[config.mk]
export PLATFORM = sky130hd
export DESIGN_NAME = tglc_regs
export DESIGN_NICKNAME = d
export VERILOG_FILES = /design/src/hw/tglc_pkg.sv /design/src/hw/tglc_regs.sv
export SDC_FILE = /design/constraint.sdc
export NUM_CORES = 1
export LEC_CHECK = 0
export BUFFER_PORTS_ARGS = -buffer_cell sky130_fd_sc_hd__buf_2
export CORE_UTILIZATION = 45
export CTS_BUF_LIST = sky130_fd_sc_hd__clkbuf_4 sky130_fd_sc_hd__clkbuf_8 sky130_fd_sc_hd__clkbuf_16
export DETAILED_ROUTE_END_ITERATION = 10
export PLACE_DENSITY_LB_ADDON = 0.08
export SKIP_LAST_GASP = 1
export SYNTH_ARGS = -nofsm -noshare
export SYNTH_HDL_FRONTEND = slang
export SYNTH_SLANG_ARGS = --single-unit
export TNS_END_PERCENT = 100
[constraint.sdc]
create_clock -name clk_sys_i -period 5.57 [get_ports clk_sys_i]
set_clock_uncertainty 0.05 [all_clocks]
set_input_delay 0.557 -clock clk_sys_i [delete_from_list [all_inputs] [get_ports clk_sys_i]]
set_output_delay 0.557 -clock clk_sys_i [all_outputs]
set_load 0.005 [all_outputs]
[src/hw/tglc_pkg.sv]
package tglc_pkg;

  // ==========================================================================
  // Register map, word indices (byte address is four times the index).
  localparam logic [7:0] REG_SPLIT_IDX   = 8'h20;
  localparam logic [7:0] REG_PRIMARY_IDX = 8'h21;
  localparam logic [7:0] REG_LED_IDX     = 8'h22;
  localparam logic [7:0] REG_RANGE_IDX   = 8'h23;
  localparam int         ADDR_W          = 10;

  // ==========================================================================
  // Field positions.
  localparam int SEP_EN_BIT   = 15;
  localparam int CAP_LSB      = 3;
  localparam int RES_LSB      = 0;
  localparam int SEL_W        = 3;
  localparam int PULSE_EN_BIT = 8;
  localparam int LED1_LSB     = 0;
  localparam int LED2_LSB     = 6;
  localparam int LED3_LSB     = 12;
  localparam int LED_W        = 6;
  localparam int RANGE_BIT    = 17;

  // ==========================================================================
  // Reset values and writable masks.
  localparam logic [23:0] REG_RESET     = 24'h000000;
  localparam logic [23:0] SPLIT_MASK    = 24'h00803F;
  localparam logic [23:0] PRIMARY_MASK  = 24'h00003F;
  localparam logic [23:0] LED_MASK      = 24'h03FFFF;
  localparam logic [23:0] RANGE_MASK    = 24'h020000;

  // ==========================================================================
  // Decoded analog values.
  localparam logic [15:0] LED_STEP_UA   = 16'h0320;
  localparam logic [5:0]  LED_MAX_CODE  = 6'h3F;
  localparam logic [15:0] LED_FULL_UA   = 16'hC350;

  typedef enum logic [1:0] {
    TGLC_IDLE = 2'b00,
    TGLC_ACK  = 2'b01
  } tglc_state_t;

endpackage

[src/hw/tglc_regs.sv]
// Local design decision: register access over Wishbone.
`timescale 1ns/10ps
// What this block does
// - Bit 15 of the split register chooses one shared gain set or two separate sets.
// - In separate mode bits 5-3 of the split register pick the second capacitor code.
// - In separate mode bits 2-0 of the split register pick the second resistor code.
// - Bits 5-3 of the primary register drive both capacitors when shared, else the first.
// - Bits 2-0 of the primary register drive both resistors when shared, else the first.
// - Resistor codes 0..7 mean 500k, 250k, 100k, 50k, 25k, 10k, 1M and 2M ohms.
// - Capacitor codes 0..7 mean 5, 2.5, 10, 7.5, 20, 17.5, 25 and 22.5 pF.
// - Write-only bit 8 of the primary register swaps the done pin for the timing pulse.
// - The LED register holds LED3 in bits 17-12, LED2 in 11-6 and LED1 in 5-0.
// - Each LED code maps linearly, 0.8 mA a step, with code 63 at 50 mA.
// - The range-double bit makes full scale 100 mA, doubling every step.
module tglc_regs (
  // Clock and reset.
  input  wire logic                     clk_sys_i,
  input  wire logic                     rst_n_i,
  // Wishbone slave.
  input  wire logic                     wb_cyc_i,
  input  wire logic                     wb_stb_i,
  input  wire logic                     wb_we_i,
  input  wire logic [tglc_pkg::ADDR_W-1:0] wb_adr_i,
  input  wire logic [3:0]               wb_sel_i,
  input  wire logic [31:0]              wb_dat_i,
  output logic      [31:0]              wb_dat_o,
  output logic                          wb_ack_o,
  // Timing signals for the done pin.
  input  wire logic                     conv_done_i,
  input  wire logic                     prog_pulse_i,
  // Amplifier and LED controls.
  output logic                          conv_done_pin_o,
  output logic      [2:0]               res1_sel_o,
  output logic      [2:0]               res2_sel_o,
  output logic      [2:0]               cap1_sel_o,
  output logic      [2:0]               cap2_sel_o,
  output logic      [20:0]              res1_ohm_o,
  output logic      [9:0]               cap1_tenth_pf_o,
  output logic      [16:0]              led1_ua_o,
  output logic      [16:0]              led2_ua_o,
  output logic      [16:0]              led3_ua_o
);

  // ==========================================================================
  // Decoding functions.
  function automatic logic [20:0] res_ohm(input logic [2:0] c);
    case (c)
      3'h0: res_ohm = 21'h07A120;
      3'h1: res_ohm = 21'h03D090;
      3'h2: res_ohm = 21'h0186A0;
      3'h3: res_ohm = 21'h00C350;
      3'h4: res_ohm = 21'h0061A8;
      3'h5: res_ohm = 21'h002710;
      3'h6: res_ohm = 21'h0F4240;
      default: res_ohm = 21'h1E8480;
    endcase
  endfunction

  function automatic logic [9:0] cap_tenth(input logic [2:0] c);
    case (c)
      3'h0: cap_tenth = 10'h032;
      3'h1: cap_tenth = 10'h019;
      3'h2: cap_tenth = 10'h064;
      3'h3: cap_tenth = 10'h04B;
      3'h4: cap_tenth = 10'h0C8;
      3'h5: cap_tenth = 10'h0AF;
      3'h6: cap_tenth = 10'h0FA;
      default: cap_tenth = 10'h0E1;
    endcase
  endfunction

  function automatic logic [16:0] led_ua(input logic [5:0] c, input logic dbl);
    logic [15:0] base;
    base = (c == tglc_pkg::LED_MAX_CODE) ? tglc_pkg::LED_FULL_UA
         : 16'(c * tglc_pkg::LED_STEP_UA);
    led_ua = dbl ? {base, 1'b0} : {1'b0, base};
  endfunction

  // ==========================================================================
  // Bus decode.
  logic [23:0] split_r, primary_r, led_r, range_r;
  logic        pulse_en_r;
  logic        ack_r;
  logic [31:0] dat_r;
  wire  [7:0]  idx      = wb_adr_i[tglc_pkg::ADDR_W-1:2];
  wire         req      = wb_cyc_i && wb_stb_i && !ack_r;
  wire         wr       = req && wb_we_i;
  wire  [23:0] be_mask  = {{8{wb_sel_i[2]}}, {8{wb_sel_i[1]}}, {8{wb_sel_i[0]}}};
  wire         hit_split   = (idx == tglc_pkg::REG_SPLIT_IDX);
  wire         hit_primary = (idx == tglc_pkg::REG_PRIMARY_IDX);
  wire         hit_led     = (idx == tglc_pkg::REG_LED_IDX);
  wire         hit_range   = (idx == tglc_pkg::REG_RANGE_IDX);

  function automatic logic [23:0] merge(input logic [23:0] old, input logic [23:0] m);
    merge = ((old & ~be_mask) | (wb_dat_i[23:0] & be_mask)) & m;
  endfunction

  wire [23:0] split_nxt   = (wr && hit_split)   ? merge(split_r, tglc_pkg::SPLIT_MASK) : split_r;
  wire [23:0] primary_nxt = (wr && hit_primary) ? merge(primary_r, tglc_pkg::PRIMARY_MASK)
                                                : primary_r;
  wire [23:0] led_nxt     = (wr && hit_led)     ? merge(led_r, tglc_pkg::LED_MASK) : led_r;
  wire [23:0] range_nxt   = (wr && hit_range)   ? merge(range_r, tglc_pkg::RANGE_MASK) : range_r;
  wire        pulse_en_nxt = (wr && hit_primary && wb_sel_i[1])
                           ? wb_dat_i[tglc_pkg::PULSE_EN_BIT] : pulse_en_r;
  wire [23:0] rd_word = hit_split   ? split_r
                      : hit_primary ? primary_r
                      : hit_led     ? led_r
                      : hit_range   ? range_r : 24'h000000;

  // ==========================================================================
  // Field selection.
  wire       sep_en  = split_r[tglc_pkg::SEP_EN_BIT];
  wire [2:0] cap1    = primary_r[tglc_pkg::CAP_LSB +: tglc_pkg::SEL_W];
  wire [2:0] res1    = primary_r[tglc_pkg::RES_LSB +: tglc_pkg::SEL_W];
  wire [2:0] cap2    = sep_en ? split_r[tglc_pkg::CAP_LSB +: tglc_pkg::SEL_W] : cap1;
  wire [2:0] res2    = sep_en ? split_r[tglc_pkg::RES_LSB +: tglc_pkg::SEL_W] : res1;
  wire       dbl     = range_r[tglc_pkg::RANGE_BIT];
  wire [5:0] led1    = led_r[tglc_pkg::LED1_LSB +: tglc_pkg::LED_W];
  wire [5:0] led2    = led_r[tglc_pkg::LED2_LSB +: tglc_pkg::LED_W];
  wire [5:0] led3    = led_r[tglc_pkg::LED3_LSB +: tglc_pkg::LED_W];
  wire       pin_nxt = pulse_en_r ? prog_pulse_i : conv_done_i;

  // ==========================================================================
  // Registers.
  always_ff @(posedge clk_sys_i or negedge rst_n_i) begin
    if (!rst_n_i) begin
      split_r    <= tglc_pkg::REG_RESET;
      primary_r  <= tglc_pkg::REG_RESET;
      led_r      <= tglc_pkg::REG_RESET;
      range_r    <= tglc_pkg::REG_RESET;
      pulse_en_r <= 1'b0;
      ack_r      <= 1'b0;
      dat_r      <= 32'h00000000;
    end else begin
      split_r    <= split_nxt;
      primary_r  <= primary_nxt;
      led_r      <= led_nxt;
      range_r    <= range_nxt;
      pulse_en_r <= pulse_en_nxt;
      ack_r      <= req;
      dat_r      <= (req && !wb_we_i) ? {8'h00, rd_word} : 32'h00000000;
    end
  end

  always_ff @(posedge clk_sys_i or negedge rst_n_i) begin
    if (!rst_n_i) begin
      conv_done_pin_o <= 1'b0;
      res1_sel_o      <= 3'h0;
      res2_sel_o      <= 3'h0;
      cap1_sel_o      <= 3'h0;
      cap2_sel_o      <= 3'h0;
      res1_ohm_o      <= 21'h07A120;
      cap1_tenth_pf_o <= 10'h032;
      led1_ua_o       <= 17'h00000;
      led2_ua_o       <= 17'h00000;
      led3_ua_o       <= 17'h00000;
    end else begin
      conv_done_pin_o <= pin_nxt;
      res1_sel_o      <= res1;
      res2_sel_o      <= res2;
      cap1_sel_o      <= cap1;
      cap2_sel_o      <= cap2;
      res1_ohm_o      <= res_ohm(res1);
      cap1_tenth_pf_o <= cap_tenth(cap1);
      led1_ua_o       <= led_ua(led1, dbl);
      led2_ua_o       <= led_ua(led2, dbl);
      led3_ua_o       <= led_ua(led3, dbl);
    end
  end

  assign wb_ack_o = ack_r;
  assign wb_dat_o = dat_r;

  // ==========================================================================
  // Assertions.
  property p_sep_res;
    @(posedge clk_sys_i) disable iff (!rst_n_i)
      !split_r[tglc_pkg::SEP_EN_BIT] |=> (res2_sel_o == res1_sel_o);
  endproperty
  a_sep_res: assert property (p_sep_res) else $error("Shared mode resistor mismatch.");

  property p_sep_cap;
    @(posedge clk_sys_i) disable iff (!rst_n_i)
      split_r[tglc_pkg::SEP_EN_BIT] |=> (cap2_sel_o == $past(split_r[5:3]));
  endproperty
  a_sep_cap: assert property (p_sep_cap) else $error("Second capacitor wrong.");

  property p_res2;
    @(posedge clk_sys_i) disable iff (!rst_n_i)
      split_r[tglc_pkg::SEP_EN_BIT] |=> (res2_sel_o == $past(split_r[2:0]));
  endproperty
  a_res2: assert property (p_res2) else $error("Second resistor wrong.");

  property p_cap1;
    @(posedge clk_sys_i) disable iff (!rst_n_i)
      (wr && hit_primary && wb_sel_i[0]) |=> ##1 (cap1_sel_o == $past(wb_dat_i[5:3], 2));
  endproperty
  a_cap1: assert property (p_cap1) else $error("Primary capacitor not applied.");

  property p_res1;
    @(posedge clk_sys_i) disable iff (!rst_n_i)
      (wr && hit_primary && wb_sel_i[0]) |=> ##1 (res1_sel_o == $past(wb_dat_i[2:0], 2));
  endproperty
  a_res1: assert property (p_res1) else $error("Primary resistor not applied.");

  property p_ohm;
    @(posedge clk_sys_i) disable iff (!rst_n_i)
      (res1 == 3'h5) |=> (res1_ohm_o == 21'h002710);
  endproperty
  a_ohm: assert property (p_ohm) else $error("Resistor decode wrong.");

  property p_cap;
    @(posedge clk_sys_i) disable iff (!rst_n_i)
      (cap1 == 3'h1) |=> (cap1_tenth_pf_o == 10'h019);
  endproperty
  a_cap: assert property (p_cap) else $error("Capacitor decode wrong.");

  property p_pin;
    @(posedge clk_sys_i) disable iff (!rst_n_i)
      pulse_en_r |=> (conv_done_pin_o == $past(prog_pulse_i));
  endproperty
  a_pin: assert property (p_pin) else $error("Done pin not replaced.");

  property p_rdback;
    @(posedge clk_sys_i) disable iff (!rst_n_i)
      (req && !wb_we_i && hit_primary) |=> (wb_dat_o[31:6] == 26'h0000000);
  endproperty
  a_rdback: assert property (p_rdback) else $error("Reserved bits read back.");

  property p_led;
    @(posedge clk_sys_i) disable iff (!rst_n_i)
      (led1 == 6'h3F && dbl) |=> (led1_ua_o == 17'h186A0);
  endproperty
  a_led: assert property (p_led) else $error("LED double scale wrong.");

  property p_led_lin;
    @(posedge clk_sys_i) disable iff (!rst_n_i)
      (led2 == 6'h01 && !dbl) |=> (led2_ua_o == 17'h00320);
  endproperty
  a_led_lin: assert property (p_led_lin) else $error("LED step wrong.");

  property p_ack_once;
    @(posedge clk_sys_i) disable iff (!rst_n_i)
      wb_ack_o |=> !wb_ack_o;
  endproperty
  a_ack_once: assert property (p_ack_once) else $error("Acknowledge longer than one cycle.");

  property p_ack_req;
    @(posedge clk_sys_i) disable iff (!rst_n_i)
      req |=> wb_ack_o;
  endproperty
  a_ack_req: assert property (p_ack_req) else $error("Request not acknowledged.");

  property p_cap_shared;
    @(posedge clk_sys_i) disable iff (!rst_n_i)
      !sep_en |=> (cap2_sel_o == cap1_sel_o);
  endproperty
  a_cap_shared: assert property (p_cap_shared) else $error("Shared capacitor mismatch.");

  property p_led3_field;
    @(posedge clk_sys_i) disable iff (!rst_n_i)
      (wr && hit_led && wb_sel_i[2] && wb_sel_i[1]) |=> (led3 == $past(wb_dat_i[17:12]));
  endproperty
  a_led3_field: assert property (p_led3_field) else $error("LED3 field misplaced.");

  property p_led_zero;
    @(posedge clk_sys_i) disable iff (!rst_n_i)
      (led3 == 6'h00) |=> (led3_ua_o == 17'h00000);
  endproperty
  a_led_zero: assert property (p_led_zero) else $error("LED zero code drives current.");

  property p_split_resv;
    @(posedge clk_sys_i) disable iff (!rst_n_i)
      wr |=> ((split_r & ~tglc_pkg::SPLIT_MASK) == 24'h000000);
  endproperty
  a_split_resv: assert property (p_split_resv) else $error("Reserved split bits stored.");

  property p_pin_done;
    @(posedge clk_sys_i) disable iff (!rst_n_i)
      !pulse_en_r |=> (conv_done_pin_o == $past(conv_done_i));
  endproperty
  a_pin_done: assert property (p_pin_done) else $error("Done pin not passed through.");

  property p_ohm_top;
    @(posedge clk_sys_i) disable iff (!rst_n_i)
      (res1 == 3'h7) |=> (res1_ohm_o == 21'h1E8480);
  endproperty
  a_ohm_top: assert property (p_ohm_top) else $error("Top resistor decode wrong.");

  property p_cap_top;
    @(posedge clk_sys_i) disable iff (!rst_n_i)
      (cap1 == 3'h7) |=> (cap1_tenth_pf_o == 10'h0E1);
  endproperty
  a_cap_top: assert property (p_cap_top) else $error("Top capacitor decode wrong.");

  c_sep: cover property (@(posedge clk_sys_i) disable iff (!rst_n_i) sep_en);
  c_pulse: cover property (@(posedge clk_sys_i) disable iff (!rst_n_i) pulse_en_r);
  c_dbl: cover property (@(posedge clk_sys_i) disable iff (!rst_n_i) dbl && led3 != 6'h00);

endmodule // tglc_regs

==> impl_metrics.env, run 1 <==
export IMPL_yosysUniqueCellTypes=51
export IMPL_synth_most_common_cell="dfrtp_1"
export IMPL_fin_crit_sh=0.5352
export IMPL_firstDrtPassIters=4
export IMPL_grt_max_degree=73
export IMPL_die_area_mm2=0.01534
export IMPL_drv_cap=0
export IMPL_grt_first_pass_wirelength_um=22110
export IMPL_cts_made_buffers=17
export IMPL_cts_tree="done"
export IMPL_fmax_ghz=0.3355
export IMPL_critical_path_buf_inv_count=0
export IMPL_slowest_stage="fa_1"
export IMPL_p_int_w=0.001619
export IMPL_setup_viol=0
export IMPL_postCtsSetupBuffers=0
export IMPL_nets=839
export IMPL_drt_iter0_markers=277
export IMPL_synthFlopType="dfrtp_1"
export IMPL_syn_area_mm2=0.006680
export IMPL_antenna_cells=0
export IMPL_synth_top_area_frac=0.4458
export IMPL_outcome="completed"
export IMPL_cts_hold_buf=0
export IMPL_cp_arrival_ps=3200
export IMPL_syn_area_per_cell_um2=11.42
export IMPL_synth_common_cells="dfrtp_1, ha_1, nor2_1"
export IMPL_slew_headroom=0.4199
export IMPL_yosysTopAreaCell="dfrtp_1"
export IMPL_portBuffers=131
export IMPL_core_mm2=0.01453
export IMPL_comb_power_share=0.039
export IMPL_rsz0062_at_grt="false"
export IMPL_overflow=0
export IMPL_wl_um=13840
export IMPL_cp_required_ps=5790
export IMPL_startpoint_type="register"
export IMPL_cts_buffer_depth=2
export IMPL_dp_slack_ps=2614
export IMPL_setup_ws_ps=2589
export IMPL_critPathMostFrequentCell="ha_1"
export IMPL_cpPeakStageDelay_ps=470
export IMPL_fillers=1287
export IMPL_synth_edf_count=0
export IMPL_grt_pass1_vias=4435
export IMPL_die_x_um=123.8
export IMPL_htreeDepth=4
export IMPL_multi_input_area_mm2=0.003147
export IMPL_grt_antenna_before_repair=0
export IMPL_die_y_um=123.8
export IMPL_area_delta_synth_final_pct=18.64
export IMPL_clkTransAtPathRegs_ps=60
export IMPL_switching_share=0.2304
export IMPL_ioPinCount=181
export IMPL_grt_total_usage=0.1931
export IMPL_critical_path_endpoint_type="register"
export IMPL_hold_viol_final=0
export IMPL_place_area_mm2=0.007348
export IMPL_crit_path_max_fanout=7
export IMPL_fin_crit_ps=2981
export IMPL_yosys_warnings=0
export IMPL_regArea_mm2=0.003241
export IMPL_wire_per_inst_um=15.26
export IMPL_vias_per_cell=5.045
export IMPL_numClockSinks=129
export IMPL_insertion_delay_ps=420
export IMPL_ctsResizeCount=0
export IMPL_drtAntennaViolNets=0
export IMPL_crit_type="register to register"
export IMPL_initial_core_util=0.4596
export IMPL_p_seq_frac=0.453
export IMPL_synth_async_sr_flop_share=1.000
export IMPL_leakage_nw=4.510
export IMPL_hpwlAfterDp_um=10020
export IMPL_p_switching_w=0.0004847
export IMPL_std_cell_rows=44
export IMPL_drive_gt1_frac=0.3126
export IMPL_critical_path_top_delay_family="adder cells"
export IMPL_holdCritPathClass="input pin to async pin"
export IMPL_worst_slew_pin_transition_ps=870.1
export IMPL_setup_tns_ps=0
export IMPL_final_cell_area_mm2=0.007925
export IMPL_power_w=0.002104
export IMPL_vias=4576
export IMPL_place_congestion=0.7857
export IMPL_clockRootBuffer="clkbuf_16"
export IMPL_yosysSeqAreaShare=0.4851
export IMPL_synth_seq_cells=129
export IMPL_pwr_share_clk=0.509
export IMPL_drc=0
export IMPL_netlist_instances=585
export IMPL_powerDensity_mw_per_mm2=265.5
export IMPL_peakVddDrop_mv=0.2029
export IMPL_cp_cell_sequence="ha_1, ha_1, ha_1, fa_1, a211oi_1, o211a_1, a21oi_1, a21oi_1, nor2_1"
export IMPL_synthTopCellsByArea="dfrtp_1, ha_1, mux2_2"
export IMPL_report_final_slew_viol_count=0
## stage by stage
stage | std cells | utilization | hold WS, ps
floorplan | 616 | - | 211.4
global placement | 875 | 0.5056 | 456.3
detailed placement | 875 | 0.5056 | 445.3
CTS | 907 | 0.5453 | 57.78
global route | 907 | 0.5453 | 87.03
finish | 907 | 0.5453 | 45.61
## cell usage in the layout, fill, tap and decap left out, types with 3 or more instances in the layout
master,count
nor3_1,9
mux2i_1,11
clkinv_2,3
a21oi_1,24
buf_2,130
and2_1,10
clkbuf_16,17
nor4_1,4
a211oi_1,11
nand3_1,19
o21ai_0,32
or2_2,3
xor2_1,7
nor2_1,49
nand2b_1,5
nand2_1,21
nor2b_1,10
dfstp_2,10
fa_1,3
nor3b_1,6
a2111oi_0,3
dfrtp_1,119
xnor2_1,12
conb_1,32
mux2_2,36
and3_1,4
inv_6,5
a21o_1,7
inv_1,12
clkinvlp_4,3
nor4b_1,3
ha_1,73
## layer usage
metal | routed length (um) | up-vias | GRT usage
li1 | - | 2222 | -
met1 | 6323 | 2204 | 0.2475
met2 | 6569 | 130 | 0.3069
met3 | 739 | 20 | 0.05861
met4 | 207 | 0 | 0.07078
met5 | 0 | - | 0
## final timing paths
path                              start             to  slack, ps  depth (start not counted)
setup reg to reg               register  led3_ua_o[16]       2590                          9
hold / removal                  rst_n_i  led1_ua_o[11]         50                          1
hold reg to reg                register  cap2_sel_o[0]        470                          2
max in group asynchronous       rst_n_i      async pin       4170                          2
min in group clk_sys_i     wb_dat_i[16]       register        310                          3
setup / recovery               register  led3_ua_o[16]       2590                          9
## power groups by stage
stage	Sequential, W	Combinational [W]	Clock (W)
finish	0.000953	0.0000811	0.00107
global route	0.000953	0.0000941	0.00114
CTS	0.000953	0.0000833	0.00110
detailed placement	0.000969	0.0000831	0
global placement	0.000969	0.0000811	0
floorplan	0.000969	0.0000513	0
## cell families after synthesis
| logic type | after synthesis | share of synthesized area |
|---|---|---|
| multiplexers | 48 | 0.07885 |
| buffers and inverters | 72 | 0.06124 |
| AND/OR/NAND/NOR | 159 | 0.1322 |
| adder cells (fa/ha/maj) | 76 | 0.1457 |
| flip-flops | 129 | 0.4851 |
| AO/OA/AOI/OAI | 81 | 0.07136 |
| other | 1 | 0.0005614 |
| XOR/XNOR | 19 | 0.02491 |
## final cells by class
| class | instances | area share |
|---|---|---|
| clock inverters | 13 | 0.01563 |
| clock buffers | 19 | 0.05715 |
| flip-flops and latches | 129 | 0.4089 |
| inverters | 14 | 0.006789 |
| multi-input cells | 415 | 0.3971 |
| repair buffers | 133 | 0.08541 |
| well taps | 184 | 0.02905 |
(Power assumes the default switching activity.)
==> inputs of run 2 (changes only) <==
Settings changed: ABC_AREA from default to 1.
Clock period 5.57 ns to 2.6 ns, I/O delays scaled along.
==> impl_metrics.env, run 2 <==
export IMPL_fin_crit_sh=0.9623
export IMPL_crit_type="register to register"
export IMPL_rsz0062_at_grt="true"
export IMPL_dp_slack_ps=17.28
export IMPL_leakage_nw=4.928
export IMPL_syn_area_per_cell_um2=9.236
export IMPL_hold_viol_final=0
export IMPL_grt_max_degree=52
export IMPL_final_cell_mix="nand2_1, buf_2, dfrtp_1, inv_1, ha_1"
export IMPL_cts_tree="done"
export IMPL_drtAntennaViolNets=0
export IMPL_peakVddDrop_mv=0.3928
export IMPL_netlist_instances=728
export IMPL_setup_viol=0
export IMPL_slowest_stage="dfrtp_1"
export IMPL_core_mm2=0.01453
export IMPL_insertion_delay_ps=420
export IMPL_cts_made_buffers=17
export IMPL_cts_buffer_depth=2
export IMPL_ioPinCount=181
export IMPL_startpoint_type="register"
export IMPL_htreeDepth=4
export IMPL_synthTopCellsByArea="dfrtp_1, ha_1, nand2_1"
export IMPL_critical_path_endpoint_type="register"
export IMPL_wl_met3_um=749
export IMPL_firstDrtPassIters=4
export IMPL_area_delta_synth_final_pct=25.53
export IMPL_drc=0
export IMPL_hpwlAfterDp_um=11050
export IMPL_power_w=0.004758
export IMPL_synth_edf_count=0
export IMPL_yosysTopAreaCell="dfrtp_1"
export IMPL_drt_iter0_markers=308
export IMPL_die_y_um=124.2
export IMPL_syn_area_mm2=0.006724
export IMPL_grt_antenna_before_repair=1
export IMPL_synth_async_sr_flop_share=1.000
export IMPL_synth_most_common_cell="nand2_1"
export IMPL_worst_slew_pin_transition_ps=583.1
export IMPL_die_x_um=124.2
export IMPL_wire_per_inst_um=14.04
export IMPL_yosysSeqAreaShare=0.4820
export IMPL_top_layer_used="met5"
export IMPL_cp_cell_sequence="ha_1, ha_1, ha_1, ha_4, nand2_1, nand2_1, nand3_1, nand3_1, nand3_1, and2_1"
export IMPL_synth_common_cells="nand2_1, dfrtp_1, ha_1"
export IMPL_synthFlopType="dfrtp_1"
export IMPL_critical_path_buf_inv_count=0
export IMPL_drv_cap=0
export IMPL_powerDensity_mw_per_mm2=563.6
export IMPL_yosys_warnings=0
export IMPL_grt_total_usage=0.2008
export IMPL_fmax_ghz=0.3997
export IMPL_setup_ws_ps=98.01
export IMPL_portBuffers=131
export IMPL_holdCritPathClass="input pin to register"
export IMPL_numClockSinks=129
export IMPL_critical_path_top_delay_family="adder cells"
export IMPL_place_congestion=0.8667
export IMPL_report_final_slew_viol_count=0
export IMPL_cp_arrival_ps=2760
export IMPL_initial_core_util=0.4626
export IMPL_vias=5341
export IMPL_multi_input_area_mm2=0.003149
export IMPL_synth_top_area_frac=0.4429
export IMPL_wl_met1_um=6881
export IMPL_antenna_cells=0
export IMPL_wl_um=15210
export IMPL_nets=1015
export IMPL_clockRootBuffer="clkbuf_16"
export IMPL_yosysUniqueCellTypes=35
export IMPL_regArea_mm2=0.003244
export IMPL_grt_first_pass_wirelength_um=24620
export IMPL_mostFrequentLayoutCell="nand2_1"
export IMPL_fin_crit_ps=2502
export IMPL_outcome="completed"
export IMPL_cpPeakStageDelay_ps=420
export IMPL_grt_pass1_vias=5088
export IMPL_wl_met2_um=7257
export IMPL_vias_per_cell=4.932
export IMPL_cp_required_ps=2860
export IMPL_die_area_mm2=0.01543
export IMPL_std_cell_rows=44
export IMPL_crit_path_max_fanout=5
export IMPL_overflow=0
export IMPL_slew_headroom=0.6100
export IMPL_synth_seq_cells=129
export IMPL_clkTransAtPathRegs_ps=60
export IMPL_drive_gt1_frac=0.2781
export IMPL_fillers=1316
run 2: cell count changes after synthesis, moves of 10 or more:
cell      delta
mux2i_1     -11
nand4_1     +27
o21ai_0     +16
nor2b_1     -10
nand2_1    +157
a211oi_1    -11
xnor2_1     -12
inv_1       +53
nand3_1     +22
mux2_2      -35
o21ai_2     +11
nor2_1      -17
run 2: repair_timing:
item,CTS,global route
hold buffers,1,0
setup endpoints to repair,2,14
gates resized for setup,0,21
setup buffers,2,6
endpoints found under the hold margin,42,0
run 2: final timing paths:
kind / from / to / slack, ps / cells past startpoint
hold / removal: prog_pulse_i / conv_done_pin_o / 20 / 2
max in group asynchronous: rst_n_i / res1_ohm_o[13] / 1390 / 3
min in group asynchronous: rst_n_i / led2_ua_o[10] / 290 / 2
setup / recovery: register / led3_ua_o[16] / 100 / 10
hold reg to reg: register / register / 450 / 2
setup reg to reg: register / led3_ua_o[16] / 100 / 10
run 2: cells by family (layout without fill, tap and decap cells):
kind of cell,after synthesis,count (layout),synth area share
xor+xnor,4,4,0.005210
compound gates,94,94,0.07890
fa+ha+maj,76,76,0.1448
flops,129,129,0.4820
mux,1,1,0.001675
buf+inv,124,264,0.09118
simple gates,299,299,0.1958
other cells,1,32,0.0005577
run 2: area by class of cell:
type,instances,share of cell area
Multi-Input combinational cell,506,0.3731
Clock buffer,18,0.05129
Clock inverter,14,0.02372
Inverter,67,0.02980
Timing Repair Buffer,165,0.1104
Tap cell,184,0.02728
Sequential cell,129,0.3844
run 2: per-layer routing:
metal  global-route usage  up-vias
li1                     -     2646
met1               0.2613     2511
met2               0.3185      157
met3              0.05690       25
met4              0.07300        2
met5                    0        -
run 2: per-stage QoR:
stage	TNS (ps)	instances	hold WS, ps	instance area (um2)	util
after global routing	-63.85	1083	10.62	8441	0.5808
after detailed placement	0	1042	171.7	7571	0.5209
final	0	1083	19.13	8441	0.5808
after CTS	0	1077	2.685	8229	0.5662
after floorplan	0	759	-85.59	6840	-
after global placement	0	1042	161.9	7571	0.5209
run 2: power by group:
| group | switching, W | total, W | internal [W] |
|---|---|---|---|
| sequential | 0.00000865 | 0.00204 | 0.00203 |
| clock | 0.000910 | 0.00254 | 0.00163 |
| combinational | 0.000123 | 0.000183 | 0.0000606 |
==> inputs of run 3 (changes only) <==
==> constraint.sdc (replaced) <==
create_clock -name clk_sys_i -period 2.6 [get_ports clk_sys_i]
set_clock_uncertainty 0.05 [all_clocks]
set_input_delay 0.78 -clock clk_sys_i [delete_from_list [all_inputs] [get_ports clk_sys_i]]
set_output_delay 0.78 -clock clk_sys_i [all_outputs]
set_load 0.005 [all_outputs]
==> impl_metrics.env, run 3 (synthesis results as in run 2) <==
export IMPL_pwr_share_clk=0.515
export IMPL_cts_hold_buf=0
export IMPL_stdcell_count=1088
export IMPL_drive_gt1_frac=0.2931
export IMPL_cp_arrival_ps=2750
export IMPL_vias=5381
export IMPL_drt_iter0_markers=323
export IMPL_initial_core_util=0.4626
export IMPL_clockRootBuffer="clkbuf_16"
export IMPL_cts_made_buffers=17
export IMPL_report_final_slew_viol_count=0
export IMPL_hold_viol_final=0
export IMPL_p_seq_frac=0.444
export IMPL_critPathMostFrequentCell="ha_1"
export IMPL_cts_tree="done"
export IMPL_cp_depth=11
export IMPL_power_w=0.004581
export IMPL_wl_um=15330
export IMPL_startpoint_type="register"
export IMPL_grt_max_degree=45
export IMPL_holdCritPathClass="input pin to async pin"
export IMPL_peakVddDrop_mv=0.4353
export IMPL_switching_share=0.2220
export IMPL_drv_cap=0
export IMPL_cpPeakStageDelay_ps=450
export IMPL_cts_buffer_depth=2
export IMPL_overflow=0
export IMPL_insertion_delay_ps=420
export IMPL_dp_cells=1047
export IMPL_grt_first_pass_wirelength_um=25010
export IMPL_die_x_um=124.2
export IMPL_nets=1020
export IMPL_htreeDepth=4
export IMPL_wire_per_inst_um=14.09
export IMPL_setup_viol=0
export IMPL_r2r_cells=11
export IMPL_final_cell_mix="nand2_1, buf_2, dfrtp_1, inv_1, ha_1"
export IMPL_die_area_mm2=0.01543
export IMPL_fin_crit_sh=0.9596
export IMPL_ioPinCount=181
export IMPL_p_int_w=0.003564
export IMPL_fmax_ghz=0.4008
export IMPL_critical_path_endpoint_type="register"
export IMPL_cp_required_ps=2860
export IMPL_grt_pass1_vias=5241
export IMPL_rsz0062_at_grt="true"
export IMPL_numClockSinks=129
export IMPL_crit_path_max_fanout=5
export IMPL_crit_type="register to register"
export IMPL_drtAntennaViolNets=0
export IMPL_leakage_nw=4.930
export IMPL_critical_path_top_delay_family="adder cells"
export IMPL_core_mm2=0.01453
export IMPL_vias_per_cell=4.946
export IMPL_mostFrequentLayoutCell="nand2_1"
export IMPL_clkTransAtPathRegs_ps=60
export IMPL_grt_total_usage=0.2037
export IMPL_place_congestion=0.8320
export IMPL_drc=0
export IMPL_hpwlAfterDp_um=11260
export IMPL_portBuffers=131
export IMPL_slowest_stage="dfrtp_2"
export IMPL_antenna_cells=0
export IMPL_area_delta_synth_final_pct=25.92
export IMPL_std_cell_rows=44
export IMPL_firstDrtPassIters=4
export IMPL_powerDensity_mw_per_mm2=541.0
export IMPL_comb_power_share=0.041
export IMPL_critical_path_buf_inv_count=1
export IMPL_die_y_um=124.2
export IMPL_outcome="completed"
export IMPL_fin_crit_ps=2495
export IMPL_p_switching_w=0.001017
export IMPL_grt_antenna_before_repair=0
export IMPL_cp_cell_sequence="ha_1, ha_1, ha_1, ha_1, inv_1, nand2_1, nand3_2, nand2_1, nand2_1, nand3_1, and2_1"
[run 3: cell types whose count changed in the layout (fill, tap and decap cells not counted), moves of 2 or more]
cell / previous run / this run
nand3_1: 41 / 37
dfrtp_2: 3 / 5
clkbuf_8: 0 / 2
dfrtp_1: 116 / 114
nand3_2: 5 / 9
buf_4: 32 / 38
nand2_2: 1 / 3
clkinvlp_4: 0 / 2
bufinv_16: 4 / 2
inv_6: 5 / 1
nand2_1: 177 / 175
[run 3: through the flow]
stage          TNS [ps]  worst slack (ps)  utilization  hold WS [ps]  instance area [um2]
6_report              0             105.0       0.5826         191.5                 8467
5_1_grt          -45.49            -11.68       0.5826         202.6                 8467
4_1_cts               0             4.839       0.5680         190.1                 8255
3_5_place_dp     -66.48            -43.67       0.5235         442.9                 7609
3_3_place_gp          0             6.277       0.5235         443.1                 7609
2_1_floorplan         0             163.1            -         301.9                 6840
[run 3: cell type report]
cell class	instances	area, um2
Inverter	67	251.5
Tap cell	184	230.2
Sequential cell	129	3247
Fill cell	1294	6067
Clock inverter	12	133.9
Multi-Input combinational cell	506	3177
Clock buffer	20	460.4
Timing Repair Buffer	170	967.2
[run 3: path summary, 6_finish.rpt]
path	start	endpoint	slack, ps
max in group asynchronous	rst_n_i	res1_ohm_o[5]	1650
worst min register to register	register	cap1_sel_o[2]	450
min in group clk_sys_i	register	cap1_sel_o[2]	450
worst max-delay path	register	led3_ua_o[16]	110
worst min-delay path	rst_n_i	led2_ua_o[13]	190
worst max register to register	register	led3_ua_o[16]	110
[run 3: worst reg2reg max path: stages, from the launching register on]
cell and delay (ps):
dfrtp_2 450, ha_1 310, ha_1 280, ha_1 320, ha_1 340, inv_1 80
nand2_1 90, nand3_2 100, nand2_1 50, nand2_1 60, nand3_1 90, and2_1 170
[run 3: timing repair]
action,CTS,global route
pin swaps,0,1
setup endpoints to repair,4,14
gates resized for setup,3,27
setup buffers,3,6
cloned,0,0
hold endpoints to repair,0,0
[run 3: power groups by stage]
stage	clock network, W	logic (W)	registers, W
finish	0.00236	0.000187	0.00204
global route	0.00251	0.000214	0.00204
CTS	0.00241	0.000186	0.00204
detailed placement	0	0.000183	0.00207
global placement	0	0.000179	0.00207
floorplan	0	0.000103	0.00207
[run 3: routing by layer]
layer | track usage | vias to the layer above | part of all wire
li1 | - | 2655 | -
met1 | 0.2683 | 2559 | 0.46
met2 | 0.3237 | 153 | 0.47
met3 | 0.04440 | 14 | 0.051
met4 | 0.08646 | 0 | 0.015
met5 | 0 | - | 0
